$ cat src/core/dtt_pkg.sv
// shared constants for the data tenure termination block
package dtt_pkg;
  localparam int unsigned QUEUE_DEPTH  = 6;     // pending data tenures held
  localparam int unsigned QPTR_W       = 3;     // width of queue index
  localparam int unsigned TAG_W        = 4;     // tenure tag width
  localparam int unsigned DATA_W       = 64;    // data bus width
  localparam int unsigned BEAT_W       = 3;     // beat counter width
  localparam logic [2:0]  BURST_BEATS  = 3'h4;  // beats in a burst
  localparam logic [2:0]  SINGLE_BEATS = 3'h1;  // beats in a single transfer
  localparam int unsigned FIFO_DEPTH   = 16;    // read data buffer depth
  localparam int unsigned FIFO_PTR_W   = 4;     // buffer pointer width
  localparam logic [2:0]  QCOUNT_ZERO  = 3'h0;  // empty queue count
  localparam logic [2:0]  QCOUNT_FULL  = 3'h6;  // full queue count
  localparam logic [2:0]  QCOUNT_ONE   = 3'h1;  // unit step for counts
  localparam logic [2:0]  BEAT_ZERO    = 3'h0;  // beat count reset value
  localparam logic [2:0]  BEAT_ONE     = 3'h1;  // unit beat step
  // data tenure state
  typedef enum logic [1:0] {
    ST_IDLE,
    ST_ACTIVE,
    ST_GAP
  } tenure_state_e;
endpackage : dtt_pkg

$ cat src/core/data_tenure_termination.sv
// data tenure termination logic for the processor side of a split bus
//
// How it works
// - no beat retry input; always no-retry variant
// - retry beats bus error in same cycle
// - retry for current tenure ends it immediately
// - bus error ends tenure, later acknowledges ignored
// - beats acknowledged before error still delivered
// - error: machine check if enabled, else checkstop
// - busy negated one cycle after final termination
// - burst ends after four acknowledges
// - pipeline stalls when acknowledge is negated
// - no failing address captured; pointer is next
// - write-first qualifier runs next write first
// - writes kept in order, except a retried write rejoins at the queue tail
// - qualifier without pending read changes nothing
// - qualifier with no write runs next read
// - busy asserted cycle after qualified grant
// - up to six tenures queued
`timescale 1ns/1ps
module data_tenure_termination (
  input  wire logic                       clock_i,
  input  wire logic                       rst_n_i,
  input  wire logic                       ce_i,
  // tenure request queue (from address side)
  input  wire logic                       enq_valid_i,
  output logic                            enq_ready_o,
  input  wire logic                       enq_write_i,
  input  wire logic                       enq_burst_i,
  input  wire logic [dtt_pkg::TAG_W-1:0]  enq_tag_i,
  // address retry for a given tenure tag
  input  wire logic                       address_retry_i,
  input  wire logic [dtt_pkg::TAG_W-1:0]  retry_tag_i,
  // system bus termination and grant; no beat retry input
  input  wire logic                       data_bus_grant_n_i,
  input  wire logic                       write_first_qualifier_n_i,
  input  wire logic                       beat_acknowledge_n_i,
  input  wire logic                       bus_error_acknowledge_n_i,
  input  wire logic [dtt_pkg::DATA_W-1:0] bus_data_i,
  output logic                            data_bus_busy_n_o,
  output logic                            data_bus_busy_oe_n_o,
  // processor state
  input  wire logic                       machine_check_enable_i,
  input  wire logic [31:0]                next_instr_pointer_i,
  output logic                            machine_check_o,
  output logic                            checkstop_o,
  output logic [31:0]                     exception_return_pointer_o,
  // tenure completion report
  output logic                            done_o,
  output logic                            done_retried_o,
  output logic                            done_error_o,
  output logic [dtt_pkg::TAG_W-1:0]       done_tag_o,
  output logic                            write_beat_o,
  // read beat data towards cache and register file
  output logic                            rd_valid_o,
  input  wire logic                       rd_ready_i,
  output logic [dtt_pkg::DATA_W-1:0]      rd_data_o
);

  ////////////////////////////////////////////////////////////////////////////
  // declarations

  logic [dtt_pkg::QUEUE_DEPTH-1:0]   q_write;   // entry is a write
  logic [dtt_pkg::QUEUE_DEPTH-1:0]   q_burst;   // entry is a burst
  logic [dtt_pkg::TAG_W-1:0]         q_tag [dtt_pkg::QUEUE_DEPTH];  // entry tags
  logic [2:0]                        q_count;   // entries held
  dtt_pkg::tenure_state_e            state;     // tenure state
  logic [2:0]                        beats;     // beats acknowledged
  logic [2:0]                        beat_goal; // beats in active tenure
  logic                              act_write; // active tenure is write
  logic [dtt_pkg::TAG_W-1:0]         act_tag;   // active tenure tag
  logic [dtt_pkg::QPTR_W-1:0]        pick;      // queue slot chosen
  logic                              any_write; // a write is queued
  logic                              qgrant;    // qualified grant
  logic                              master;    // we own the data bus
  logic                              ack;       // beat acknowledge taken
  logic                              err;       // error taken
  logic                              art;       // retry of active tenure
  logic                              last_beat; // final acknowledge
  logic                              finish;    // tenure ends this cycle
  logic                              deq;       // slot leaves queue
  logic                              fifo_ready;// read buffer has room
  logic                              fifo_in;   // read beat to buffer

  // oldest write slot, or slot 0 when none
  function automatic logic [dtt_pkg::QPTR_W-1:0] first_write(
    input logic [dtt_pkg::QUEUE_DEPTH-1:0] wr,
    input logic [2:0]                      cnt
  );
    logic [dtt_pkg::QPTR_W-1:0] idx;
    idx = '0;
    for (int i = dtt_pkg::QUEUE_DEPTH - 1; i >= 0; i--) begin
      if (wr[i] && (3'(i) < cnt)) begin
        idx = dtt_pkg::QPTR_W'(i);
      end
    end
    return idx;
  endfunction : first_write

  ////////////////////////////////////////////////////////////////////////////
  // selection and termination decode

  // write-first picks oldest write, else head
  always_comb begin
    any_write = 1'b0;
    for (int i = 0; i < dtt_pkg::QUEUE_DEPTH; i++) begin
      any_write = any_write | (q_write[i] && (3'(i) < q_count));
    end
    pick = (!write_first_qualifier_n_i && any_write) ? first_write(q_write, q_count) : '0;
  end

  // grant qualified only when idle with work; not in gap cycle
  assign qgrant    = (state == dtt_pkg::ST_IDLE) && !data_bus_grant_n_i && (q_count != dtt_pkg::QCOUNT_ZERO)
                     && !(address_retry_i && (retry_tag_i == q_tag[pick]));
  assign master    = (state == dtt_pkg::ST_ACTIVE);
  // terminations only count while master
  assign art       = master && address_retry_i && (retry_tag_i == act_tag);
  assign err       = master && !bus_error_acknowledge_n_i && !art;
  // stall pipeline on wait states or full buffer
  assign ack       = master && !beat_acknowledge_n_i && !art && !err && (act_write || fifo_ready);
  assign last_beat = ack && ((beats + dtt_pkg::BEAT_ONE) == beat_goal);
  assign finish    = art || err || last_beat;
  assign deq       = qgrant;
  assign fifo_in   = ack && !act_write;  // earlier beats kept even if error follows

  ////////////////////////////////////////////////////////////////////////////
  // tenure queue: compacts after removal of picked slot

  always_ff @(posedge clock_i) begin
    if (!rst_n_i) begin
      q_write <= '0;
      q_burst <= '0;
      q_count <= dtt_pkg::QCOUNT_ZERO;
      enq_ready_o <= 1'b1;
      for (int i = 0; i < dtt_pkg::QUEUE_DEPTH; i++) begin
        q_tag[i] <= '0;
      end
    end else if (ce_i) begin
      // shift entries above picked slot down, then append
      logic [2:0] base;
      base = q_count;
      if (deq) begin
        for (int i = 0; i < dtt_pkg::QUEUE_DEPTH - 1; i++) begin
          if (3'(i) >= pick) begin
            q_write[i] <= q_write[i + 1];
            q_burst[i] <= q_burst[i + 1];
            q_tag[i]   <= q_tag[i + 1];
          end
        end
        base = q_count - dtt_pkg::QCOUNT_ONE;
      end
      // retried tenure goes back to the queue for rerun
      if (art) begin
        q_write[base] <= act_write;
        q_burst[base] <= (beat_goal == dtt_pkg::BURST_BEATS);
        q_tag[base]   <= act_tag;
        base = base + dtt_pkg::QCOUNT_ONE;
      end else if (enq_valid_i && enq_ready_o) begin
        q_write[base] <= enq_write_i;
        q_burst[base] <= enq_burst_i;
        q_tag[base]   <= enq_tag_i;
        base = base + dtt_pkg::QCOUNT_ONE;
      end
      q_count <= base;
      enq_ready_o <= (base != dtt_pkg::QCOUNT_FULL);  // room flag kept on a flop
    end
  end

  ////////////////////////////////////////////////////////////////////////////
  // tenure state machine and beat count

  always_ff @(posedge clock_i) begin
    if (!rst_n_i) begin
      state     <= dtt_pkg::ST_IDLE;
      beats     <= dtt_pkg::BEAT_ZERO;
      beat_goal <= dtt_pkg::SINGLE_BEATS;
      act_write <= 1'b0;
      act_tag   <= '0;
    end else if (ce_i) begin
      case (state)
        dtt_pkg::ST_IDLE: begin
          if (qgrant) begin  // take the bus next cycle
            state     <= dtt_pkg::ST_ACTIVE;
            beats     <= dtt_pkg::BEAT_ZERO;
            beat_goal <= q_burst[pick] ? dtt_pkg::BURST_BEATS : dtt_pkg::SINGLE_BEATS;
            act_write <= q_write[pick];
            act_tag   <= q_tag[pick];
          end
        end
        dtt_pkg::ST_ACTIVE: begin
          if (finish) begin  // one dead cycle before next grant
            state <= dtt_pkg::ST_GAP;
          end else if (ack) begin
            beats <= beats + dtt_pkg::BEAT_ONE;
          end
        end
        dtt_pkg::ST_GAP: begin
          state <= dtt_pkg::ST_IDLE;
        end
        default: begin
          state <= dtt_pkg::ST_IDLE;
        end
      endcase
    end
  end

  ////////////////////////////////////////////////////////////////////////////
  // data bus busy pin, driven active low while master

  always_ff @(posedge clock_i) begin
    if (!rst_n_i) begin
      data_bus_busy_n_o    <= 1'b1;
      data_bus_busy_oe_n_o <= 1'b1;
    end else if (ce_i) begin
      if (qgrant) begin
        data_bus_busy_n_o    <= 1'b0;
        data_bus_busy_oe_n_o <= 1'b0;
      end else if (finish) begin  // negated after termination
        data_bus_busy_n_o    <= 1'b1;
        data_bus_busy_oe_n_o <= 1'b0;
      end else if (state == dtt_pkg::ST_GAP) begin
        data_bus_busy_oe_n_o <= 1'b1;
      end
    end
  end

  ////////////////////////////////////////////////////////////////////////////
  // exception reporting; no failing address is kept

  always_ff @(posedge clock_i) begin
    if (!rst_n_i) begin
      machine_check_o            <= 1'b0;
      checkstop_o                <= 1'b0;
      exception_return_pointer_o <= '0;
    end else if (ce_i) begin
      machine_check_o <= err && machine_check_enable_i;
      if (err && !machine_check_enable_i) begin  // sticky until reset
        checkstop_o <= 1'b1;
      end
      if (err) begin  // next instruction, not faulting access
        exception_return_pointer_o <= next_instr_pointer_i;
      end
    end
  end

  ////////////////////////////////////////////////////////////////////////////
  // completion report and write beat strobe

  always_ff @(posedge clock_i) begin
    if (!rst_n_i) begin
      done_o         <= 1'b0;
      done_retried_o <= 1'b0;
      done_error_o   <= 1'b0;
      done_tag_o     <= '0;
      write_beat_o   <= 1'b0;
    end else if (ce_i) begin
      done_o         <= finish && !art;
      done_retried_o <= art;
      done_error_o   <= err;
      write_beat_o   <= ack && act_write;
      if (finish) begin
        done_tag_o <= act_tag;
      end
    end
  end

  ////////////////////////////////////////////////////////////////////////////
  // read beat buffer

  logic                       fifo_out_valid;  // buffer head valid
  logic [dtt_pkg::DATA_W-1:0] fifo_out_data;   // buffer head data
  logic                       fifo_pop;        // move head to output

  dtt_fifo #(
    .WIDTH (dtt_pkg::DATA_W),
    .DEPTH (dtt_pkg::FIFO_DEPTH),
    .PTR_W (dtt_pkg::FIFO_PTR_W)
  ) dtt_fifo_inst (
    .clock_i     (clock_i),
    .rst_n_i     (rst_n_i),
    .ce_i        (ce_i),
    .in_valid_i  (fifo_in),
    .in_ready_o  (fifo_ready),
    .in_data_i   (bus_data_i),
    .out_valid_o (fifo_out_valid),
    .out_ready_i (fifo_pop),
    .out_data_o  (fifo_out_data)
  );

  // registered output stage keeps outputs on flops
  assign fifo_pop = !rd_valid_o || rd_ready_i;

  always_ff @(posedge clock_i) begin
    if (!rst_n_i) begin
      rd_valid_o <= 1'b0;
      rd_data_o  <= '0;
    end else if (ce_i) begin
      if (fifo_pop) begin
        rd_valid_o <= fifo_out_valid;
        rd_data_o  <= fifo_out_data;
      end
    end
  end
endmodule : data_tenure_termination

$ cat src/core/dtt_fifo.sv
// parameterised valid/ready fifo for read beat data
`timescale 1ns/1ps
module dtt_fifo #(
  parameter int unsigned WIDTH = 64,
  parameter int unsigned DEPTH = 16,
  parameter int unsigned PTR_W = 4
) (
  input  wire logic             clock_i,
  input  wire logic             rst_n_i,
  input  wire logic             ce_i,
  input  wire logic             in_valid_i,
  output logic                  in_ready_o,
  input  wire logic [WIDTH-1:0] in_data_i,
  output logic                  out_valid_o,
  input  wire logic             out_ready_i,
  output logic      [WIDTH-1:0] out_data_o
);
  logic [WIDTH-1:0] mem [DEPTH];  // storage words
  logic [PTR_W:0]   wr_ptr;       // write pointer with wrap bit
  logic [PTR_W:0]   rd_ptr;       // read pointer with wrap bit
  logic             push;         // word accepted
  logic             pop;          // word drained

  assign push        = ce_i && in_valid_i && in_ready_o;
  assign pop         = ce_i && out_valid_o && out_ready_i;
  // full when pointers differ only in wrap bit
  assign in_ready_o  = !((wr_ptr[PTR_W] != rd_ptr[PTR_W]) && (wr_ptr[PTR_W-1:0] == rd_ptr[PTR_W-1:0]));
  assign out_valid_o = (wr_ptr != rd_ptr);
  assign out_data_o  = mem[rd_ptr[PTR_W-1:0]];

  // storage write
  always_ff @(posedge clock_i) begin
    if (push) begin
      mem[wr_ptr[PTR_W-1:0]] <= in_data_i;
    end
  end

  // pointer update
  always_ff @(posedge clock_i) begin
    if (!rst_n_i) begin
      wr_ptr <= '0;
      rd_ptr <= '0;
    end else begin
      if (push) begin
        wr_ptr <= wr_ptr + 1'b1;
      end
      if (pop) begin
        rd_ptr <= rd_ptr + 1'b1;
      end
    end
  end
endmodule : dtt_fifo

$ cat config.mk
export PLATFORM = sky130hd
export DESIGN_NAME = data_tenure_termination
export DESIGN_NICKNAME = d
export VERILOG_FILES = /design/src/core/dtt_pkg.sv /design/src/core/data_tenure_termination.sv /design/src/core/dtt_fifo.sv
export SDC_FILE = /design/constraint.sdc
export NUM_CORES = 1
export LEC_CHECK = 0
export BUFFER_PORTS_ARGS = -buffer_cell sky130_fd_sc_hd__buf_2
export CAP_MARGIN = 20
export CORE_MARGIN = 1.5
export CORE_UTILIZATION = 50
export DETAILED_ROUTE_END_ITERATION = 10
export GPL_TIMING_DRIVEN = 0
export PLACE_DENSITY = 0.73
export SETUP_SLACK_MARGIN = 0.05
export SYNTH_ARGS = -nofsm -noshare
export SYNTH_HDL_FRONTEND = slang
export SYNTH_HIERARCHICAL = 1
export SYNTH_SLANG_ARGS = --single-unit
$ cat constraint.sdc
create_clock -name clock_i -period 8.3 [get_ports clock_i]
set_input_delay 0 -clock clock_i [delete_from_list [all_inputs] [get_ports clock_i]]
set_output_delay 0 -clock clock_i [all_outputs]
set_load 0.03 [all_outputs]
* Word-level counts from Yosys, hierarchy flattened *
Memory sizes are Yosys's and may differ from the RTL's. A register that Yosys moved wholly into a read port is not among the register bits.
Index checks and enable logic that the tools add are counted.

word-level totals
  bits of input ports = 117
  register bits after elaboration = 84
  RAM bits = 1048
  memories = 2
  logic and storage cells = 238

memory list
  memory             words  width  rd ports  clocked after memory_dff  wr ports  RTL line                       RTL
  dtt_fifo_inst.mem  16     64     1         1                         1         dtt_fifo.sv:18                 logic [WIDTH-1:0] mem [DEPTH];
  q_tag              6      4      6         0                         6         data_tenure_termination.sv:65  logic [dtt_pkg::TAG_W-1:0] q_tag [dtt_pkg::QUEUE_DEPTH];

cells by class
  muxes and demuxes = 103
  eq/ne operators = 14
  magnitude comparators = 14
  bitwise operators = 11
  add/sub/neg operators = 5
  reduce and logical (&&, ||, !) cells = 65

operators by type and width
  kind                                                         count
  2-to-1 mux 3 bit                                             19
  2-to-1 mux 1 bit                                             56
  logical AND 1 bit                                            32
  2-to-1 mux 5 bit                                             6
  2-to-1 mux 4 bit                                             7
  bitwise mux 6 bit                                            4
  2-to-1 mux 6 bit                                             4
  AND reduction 2 bit                                          7
  == test 4 bit                                                3
  zero test 1 bit                                              12
  OR 1 bit                                                     11
  adder 5 x 1 -> 5 bit (second input constant)                 2
  less-than comparator 3 x 4 -> 1 bit (second input constant)  2
  adder 3 x 1 -> 3 bit (second input constant)                 2
  binary-select mux 1 bit (select 3 bit)                       2
  >= comparator 1 x 3 -> 1 bit (first input constant)          2
  >= comparator 2 x 3 -> 1 bit (first input constant)          2
  less-than comparator 1 x 3 -> 1 bit (first input constant)   2
  less-than comparator 2 x 3 -> 1 bit (first input constant)   2
  less-than comparator 3 bit (first input constant)            2
  one-hot mux 3 bit (2 select lines)                           1
  AND reduction 3 bit                                          2
  nonzero test 2 bit                                           3
  nonzero test 3 bit                                           2
  other kinds (19)                                             25

* Longest topological paths before layout *
An unclocked memory read counts as a cell.

  depth after elaboration = 24
  gate-level depth with buffers = 20
  depth with buffers taken out = 18

* By module *
Netlist, hierarchy kept.

modules (own cells, without submodules)
  module                   cells an instance  area an instance (µm²)  instances
  dtt_fifo                 1524               39320.2                 1
  data_tenure_termination  902                7428.4                  1

* Worst setup path before layout *
OpenSTA, ideal clock, no wires.

  path kind = reg-to-reg
  start point = reg dtt_fifo_inst.wr_ptr[2]
  end point = mem dtt_fifo_inst.mem[15][0], enable pin
  data arrival time = 4.749 ns
  stages on the path, launching flop included = 12
  setup slack = 3.040 ns
  clock period less this slack = 5.260 ns
  setup time = 0.511 ns
  cell sequence = dfxtp_1 clkbuf_1 xor2_1 nor4_2 clkbuf_1 nand2_1 nor2_1 nor2_1 nand4_1 nor2_1 nand4_1 a21oi_1

between the ends
  longest elaborated chain between the ends = 10

ends and longest elaborated chain
  what                                    RTL line                        RTL
  start, declared                         dtt_fifo.sv:19                  logic [PTR_W:0] wr_ptr;
  start signal, assigned                  dtt_fifo.sv:45                  wr_ptr <= wr_ptr + 1'b1;
  == test 4 bit                           dtt_fifo.sv:27                  assign in_ready_o = !((wr_ptr[PTR_W] != rd_ptr[PTR_W]) && (wr_ptr[PTR_W-1:0] == rd_ptr[PTR_W-1:0]));
  logical AND 1 bit                       dtt_fifo.sv:27
  zero test 1 bit                         dtt_fifo.sv:27
  net fifo_ready                          data_tenure_termination.sv:82   logic fifo_ready;
  logical OR 1 bit                        data_tenure_termination.sv:120  assign ack = master && !beat_acknowledge_n_i && !art && !err && (act_write || fifo_ready);
  logical AND 1 bit                       data_tenure_termination.sv:120
  logical AND 1 bit                       data_tenure_termination.sv:124  assign fifo_in = ack && !act_write;
  net fifo_in                             data_tenure_termination.sv:83   logic fifo_in;
  logical AND 1 bit (2 in series)         dtt_fifo.sv:24                  assign push = ce_i && in_valid_i && in_ready_o;
  2-to-1 mux 1 bit                        dtt_fifo.sv:33                  if (push) begin
  2-to-1 mux 1 bit (implied by the code)  dtt_fifo.sv:34                  mem[wr_ptr[PTR_W-1:0]] <= in_data_i;
  end, declared                           dtt_fifo.sv:18

The timed path passes the listed nets, and every way through them passes these cells.

* Worst setup path after layout *
  start point = reg dtt_fifo_inst.wr_ptr[2]
  end point = mem dtt_fifo_inst.mem[3][10], enable pin

Same word-level chain as after synthesis.

==> impl_metrics.py <==
metrics = {
    "yosys": {
        "synth_flop_cell": "edfxtp_1",
        "ys_types": 85,
        "syn_nets": 2553,
        "synthCells": 2426,
        "syn_area_sq_um": 46700,
        "synth_edf_count": 1048,
        "async_flop_share_pct": 0,
        "synth-seq-area-share_pct": 73.8,
        "ys_ff_latch": 1199,
        "yosysWarningCount": 6,
        "syn_avg_cell_area_sq_um": 19.3,
    },
    "routing": {
        "drtIter0Drc": 3127,
        "wl_per_cell_um": 28.3,
        "antenna_left": 0,
        "via_count": 26042,
        "routed_wl_mm": 121,
        "viasPerCell": 6.10,
        "first_pass_iters": 7,
        "drc_errors": 0,
    },
    "cts": {
        "cts-root-buf": "clkbuf_16",
        "clock_sinks": 1199,
        "cts_inserted_buffers": 114,
        "cts_tree": "done",
        "cts.clk_slew.worst_paths_ns": 0.06,
        "ctsHtreeMaxLevel": 3,
        "cts_buffer_depth": 3,
        "clk_latency_ns": 0.71,
        "cts-resized-gates": 0,
    },
    "die": {
        "die_w_um": 309,
        "die_y_um": 309,
        "start_util_pct": 50.8,
        "boundaryPins": 227,
        "row_count": 111,
        "die_area_sq_um": 95300,
        "core-area_sq_um": 92100,
    },
    "global_routing": {
        "grt_usage_pct": 25.4,
        "antenna_found_initial": 10,
        "grtUsageMet1_pct": 33.1,
        "grt_max_degree": 44,
        "grt_overflow_total": 0,
        "busiest_layer": "met2",
        "grt_pass1_wl_mm": 174,
        "met2_usage_pct": 42.6,
        "use_met3_pct": 5.83,
        "grt_pass1_vias": 26748,
    },
    "timing": {
        "fmax_mhz": 206,
        "hold_slack_ns": 0.0668,
        "worstMarginPinSlew_ns": 1.14,
        "fin_crit_ns": 4.86,
        "fin_skew_ns": 0.0440,
        "period_share_pct": 58.5,
        "setup_ws_ns": 3.44,
        "slew_headroom_pct": 23.5,
        "finalSetupViolations": 0,
        "hold_viol": 0,
        "grt_setup_unrepaired": "false",
        "maxSlewViolCount": 0,
    },
    "cells_and_area": {
        "n_fill_cell": 6415,
        "final_nets": 3049,
        "final_cell_mix": "edfxtp_1 (1048), mux4_2 (312), nand2_1 (273)",
        "drive_gt1_share_pct": 27.2,
        "final_common_cell": "edfxtp_1",
        "syn_to_final_growth_pct": 18.0,
        "layout.cells.non_filler": 4268,
    },
    "critical_path": {
        "crit_chain": "clkbuf_1 > xor2_1 > nor4_2 > clkbuf_1 > nand2_1 > nor2_1 > nor2_1 > nand4_1 > nor2_1 > nand2_1 > a21oi_1 > buf_2 > and3_4 > buf_12",
        "crit_fanout": 41,
        "cp_num_buf_inv": 4,
        "critPathArrivalTime_ns": 5.21,
        "crit_cells": 14,
        "critPathRequiredTime_ns": 8.65,
        "worstReg2RegStart": "dtt_fifo_inst/wr_ptr[2]$_SDFFE_PN0P_",
        "reg2regPathDepth": 14,
        "slowest_stage": "and3_4",
        "slowest_delay_ns": 0.85,
        "crit_path_end_kind": "flop",
        "crit_family": "simple AND/OR/NAND/NOR gates",
        "start_kind": "flop",
        "critPathKind": "reg2reg",
        "cp_common_cell": "nor2_1",
        "worstSetupStartpoint": "dtt_fifo_inst/wr_ptr[2]$_SDFFE_PN0P_",
    },
    "pwr": {
        "p_switching_uw": 2960,
        "p_per_area_nw_per_um2": 235,
        "p_seq_share_pct": 51.5,
        "intPower_uw": 9990,
        "power_frac_clock_pct": 39.6,
        "p_leak_uw": 0.0178,
        "p_comb_share_pct": 8.9,
        "swShare_pct": 22.8,
        "power.total_uw": 12900,
        "ir_drop_mv": 0.190,
    },
    "worst_hold_path": {
        "hold_path_depth": 4,
        "holdCritStartpoint": "address_retry_i",
        "hp-class": "in2reg",
    },
    "placement": {
        "pre_cts_ws_ns": 3.65,
        "numPortBuffers": 226,
        "place_congestion": 0.890,
        "place_inst": 3917,
        "dpl.hpwl_mm": 68.9,
    },
    "flow_run": {
        "cap_violations": 0,
    },
    "status": {
        "status": "finished, final reports clean",
    },
}
area by class of cell:
cell class                      instances  area (sq um)  area share, %
Clock buffer                          151          3100           5.62
Timing Repair Buffer                  380          3030           5.49
Tap cell                             1243          1560           2.82
Buffer                                128           672           1.22
Sequential cell                      1199         34500           62.6
Multi-Input combinational cell       1078         11600           21.0
Clock inverter                         66           622           1.13
Inverter                               21          78.8          0.143
Antenna cell                            2          5.00        0.00908
worst min-delay path: stages:
cell,delay [ns]
buf_2,0.13
nand4_1,0.33
nand3_1,0.13
a21oi_1,0.13
sequential cells by signal (all words and copies together), names as in the netlist, 2 cells and up, named ones only:
name	cells
exception_return_pointer_o	32
q_burst	6
q_tag	24
dtt_fifo_inst/rd_ptr	5
q_write	6
beats	3
rd_data_o	64
state	2
act_tag	4
beat_goal	2
dtt_fifo_inst/wr_ptr	5
q_count	3
dtt_fifo_inst/mem	1024
done_tag_o	4
per-stage QoR:
step                cell area (sq um)  TNS (ns)  utilization, %
global route                    55100         0            59.9
finish                          55100         0            59.9
detailed placement              50100         0            54.4
CTS                             55100         0            59.8
floorplan                       46700         0               -
global placement                49400   -104.01            53.7
power by group through the flow:
stage	clock network [uW]	logic, uW	registers, uW
detailed placement	0	1100	6780
floorplan	0	668	6830
global placement	0	1070	6780
CTS	5180	1150	6660
global route	5410	1220	6660
finish	5130	1150	6660
synth_stat cells (11+ instances only):
master       n  share of area [%]
a21oi_1    136                1.5
and3_1      17               0.23
buf_1       19               0.15
buf_4       16               0.26
buf_6       14               0.34
clkbuf_1    70               0.56
dfxtp_1    151                6.5
edfxtp_1  1048                 67
inv_1       20               0.16
mux2i_1     33               0.71
mux4_2     312                 15
nand2_1    273                2.2
nand3_1     20               0.21
nand4_1     11               0.15
nor2_1      41               0.33
nor3_1      13               0.14
o211ai_1    13               0.21
o21ai_0     18               0.19
xor2_1      11               0.21
routing by layer:
metal / vias up / wire (um)
li1: 10870 / -
met1: 13472 / 45800
met2: 1437 / 59900
met3: 247 / 11600
met4: 16 / 3340
met5: - / 104
cell families after synthesis:
kind of cell	share of synthesized area [%]
DFF	73.8
AOI/OAI and AO/OA	3.63
adders and majority gates	0.268
xor gates and xnor gates	0.393
and+or+nand+nor	4.11
buffers and inverters	1.61
muxes	16.2
path summary, 6_finish.rpt:
check,end,slack [ns]
setup reg to reg,dtt_fifo_inst/mem[3][10]$_DFFE_PP_,3.44
hold / removal,done_o$_SDFFE_PN0P_,0.07
hold reg to reg,rd_data_o[11]$_SDFFE_PN0P_,0.45
setup / recovery,dtt_fifo_inst/mem[3][10]$_DFFE_PP_,3.44
timing repair:
item | in CTS | in global routing
endpoints found under the hold margin | 1121 | 0
hold buffers | 127 | 0
buffers inserted | 0 | 0
Power figures use the tool's default switching activity.
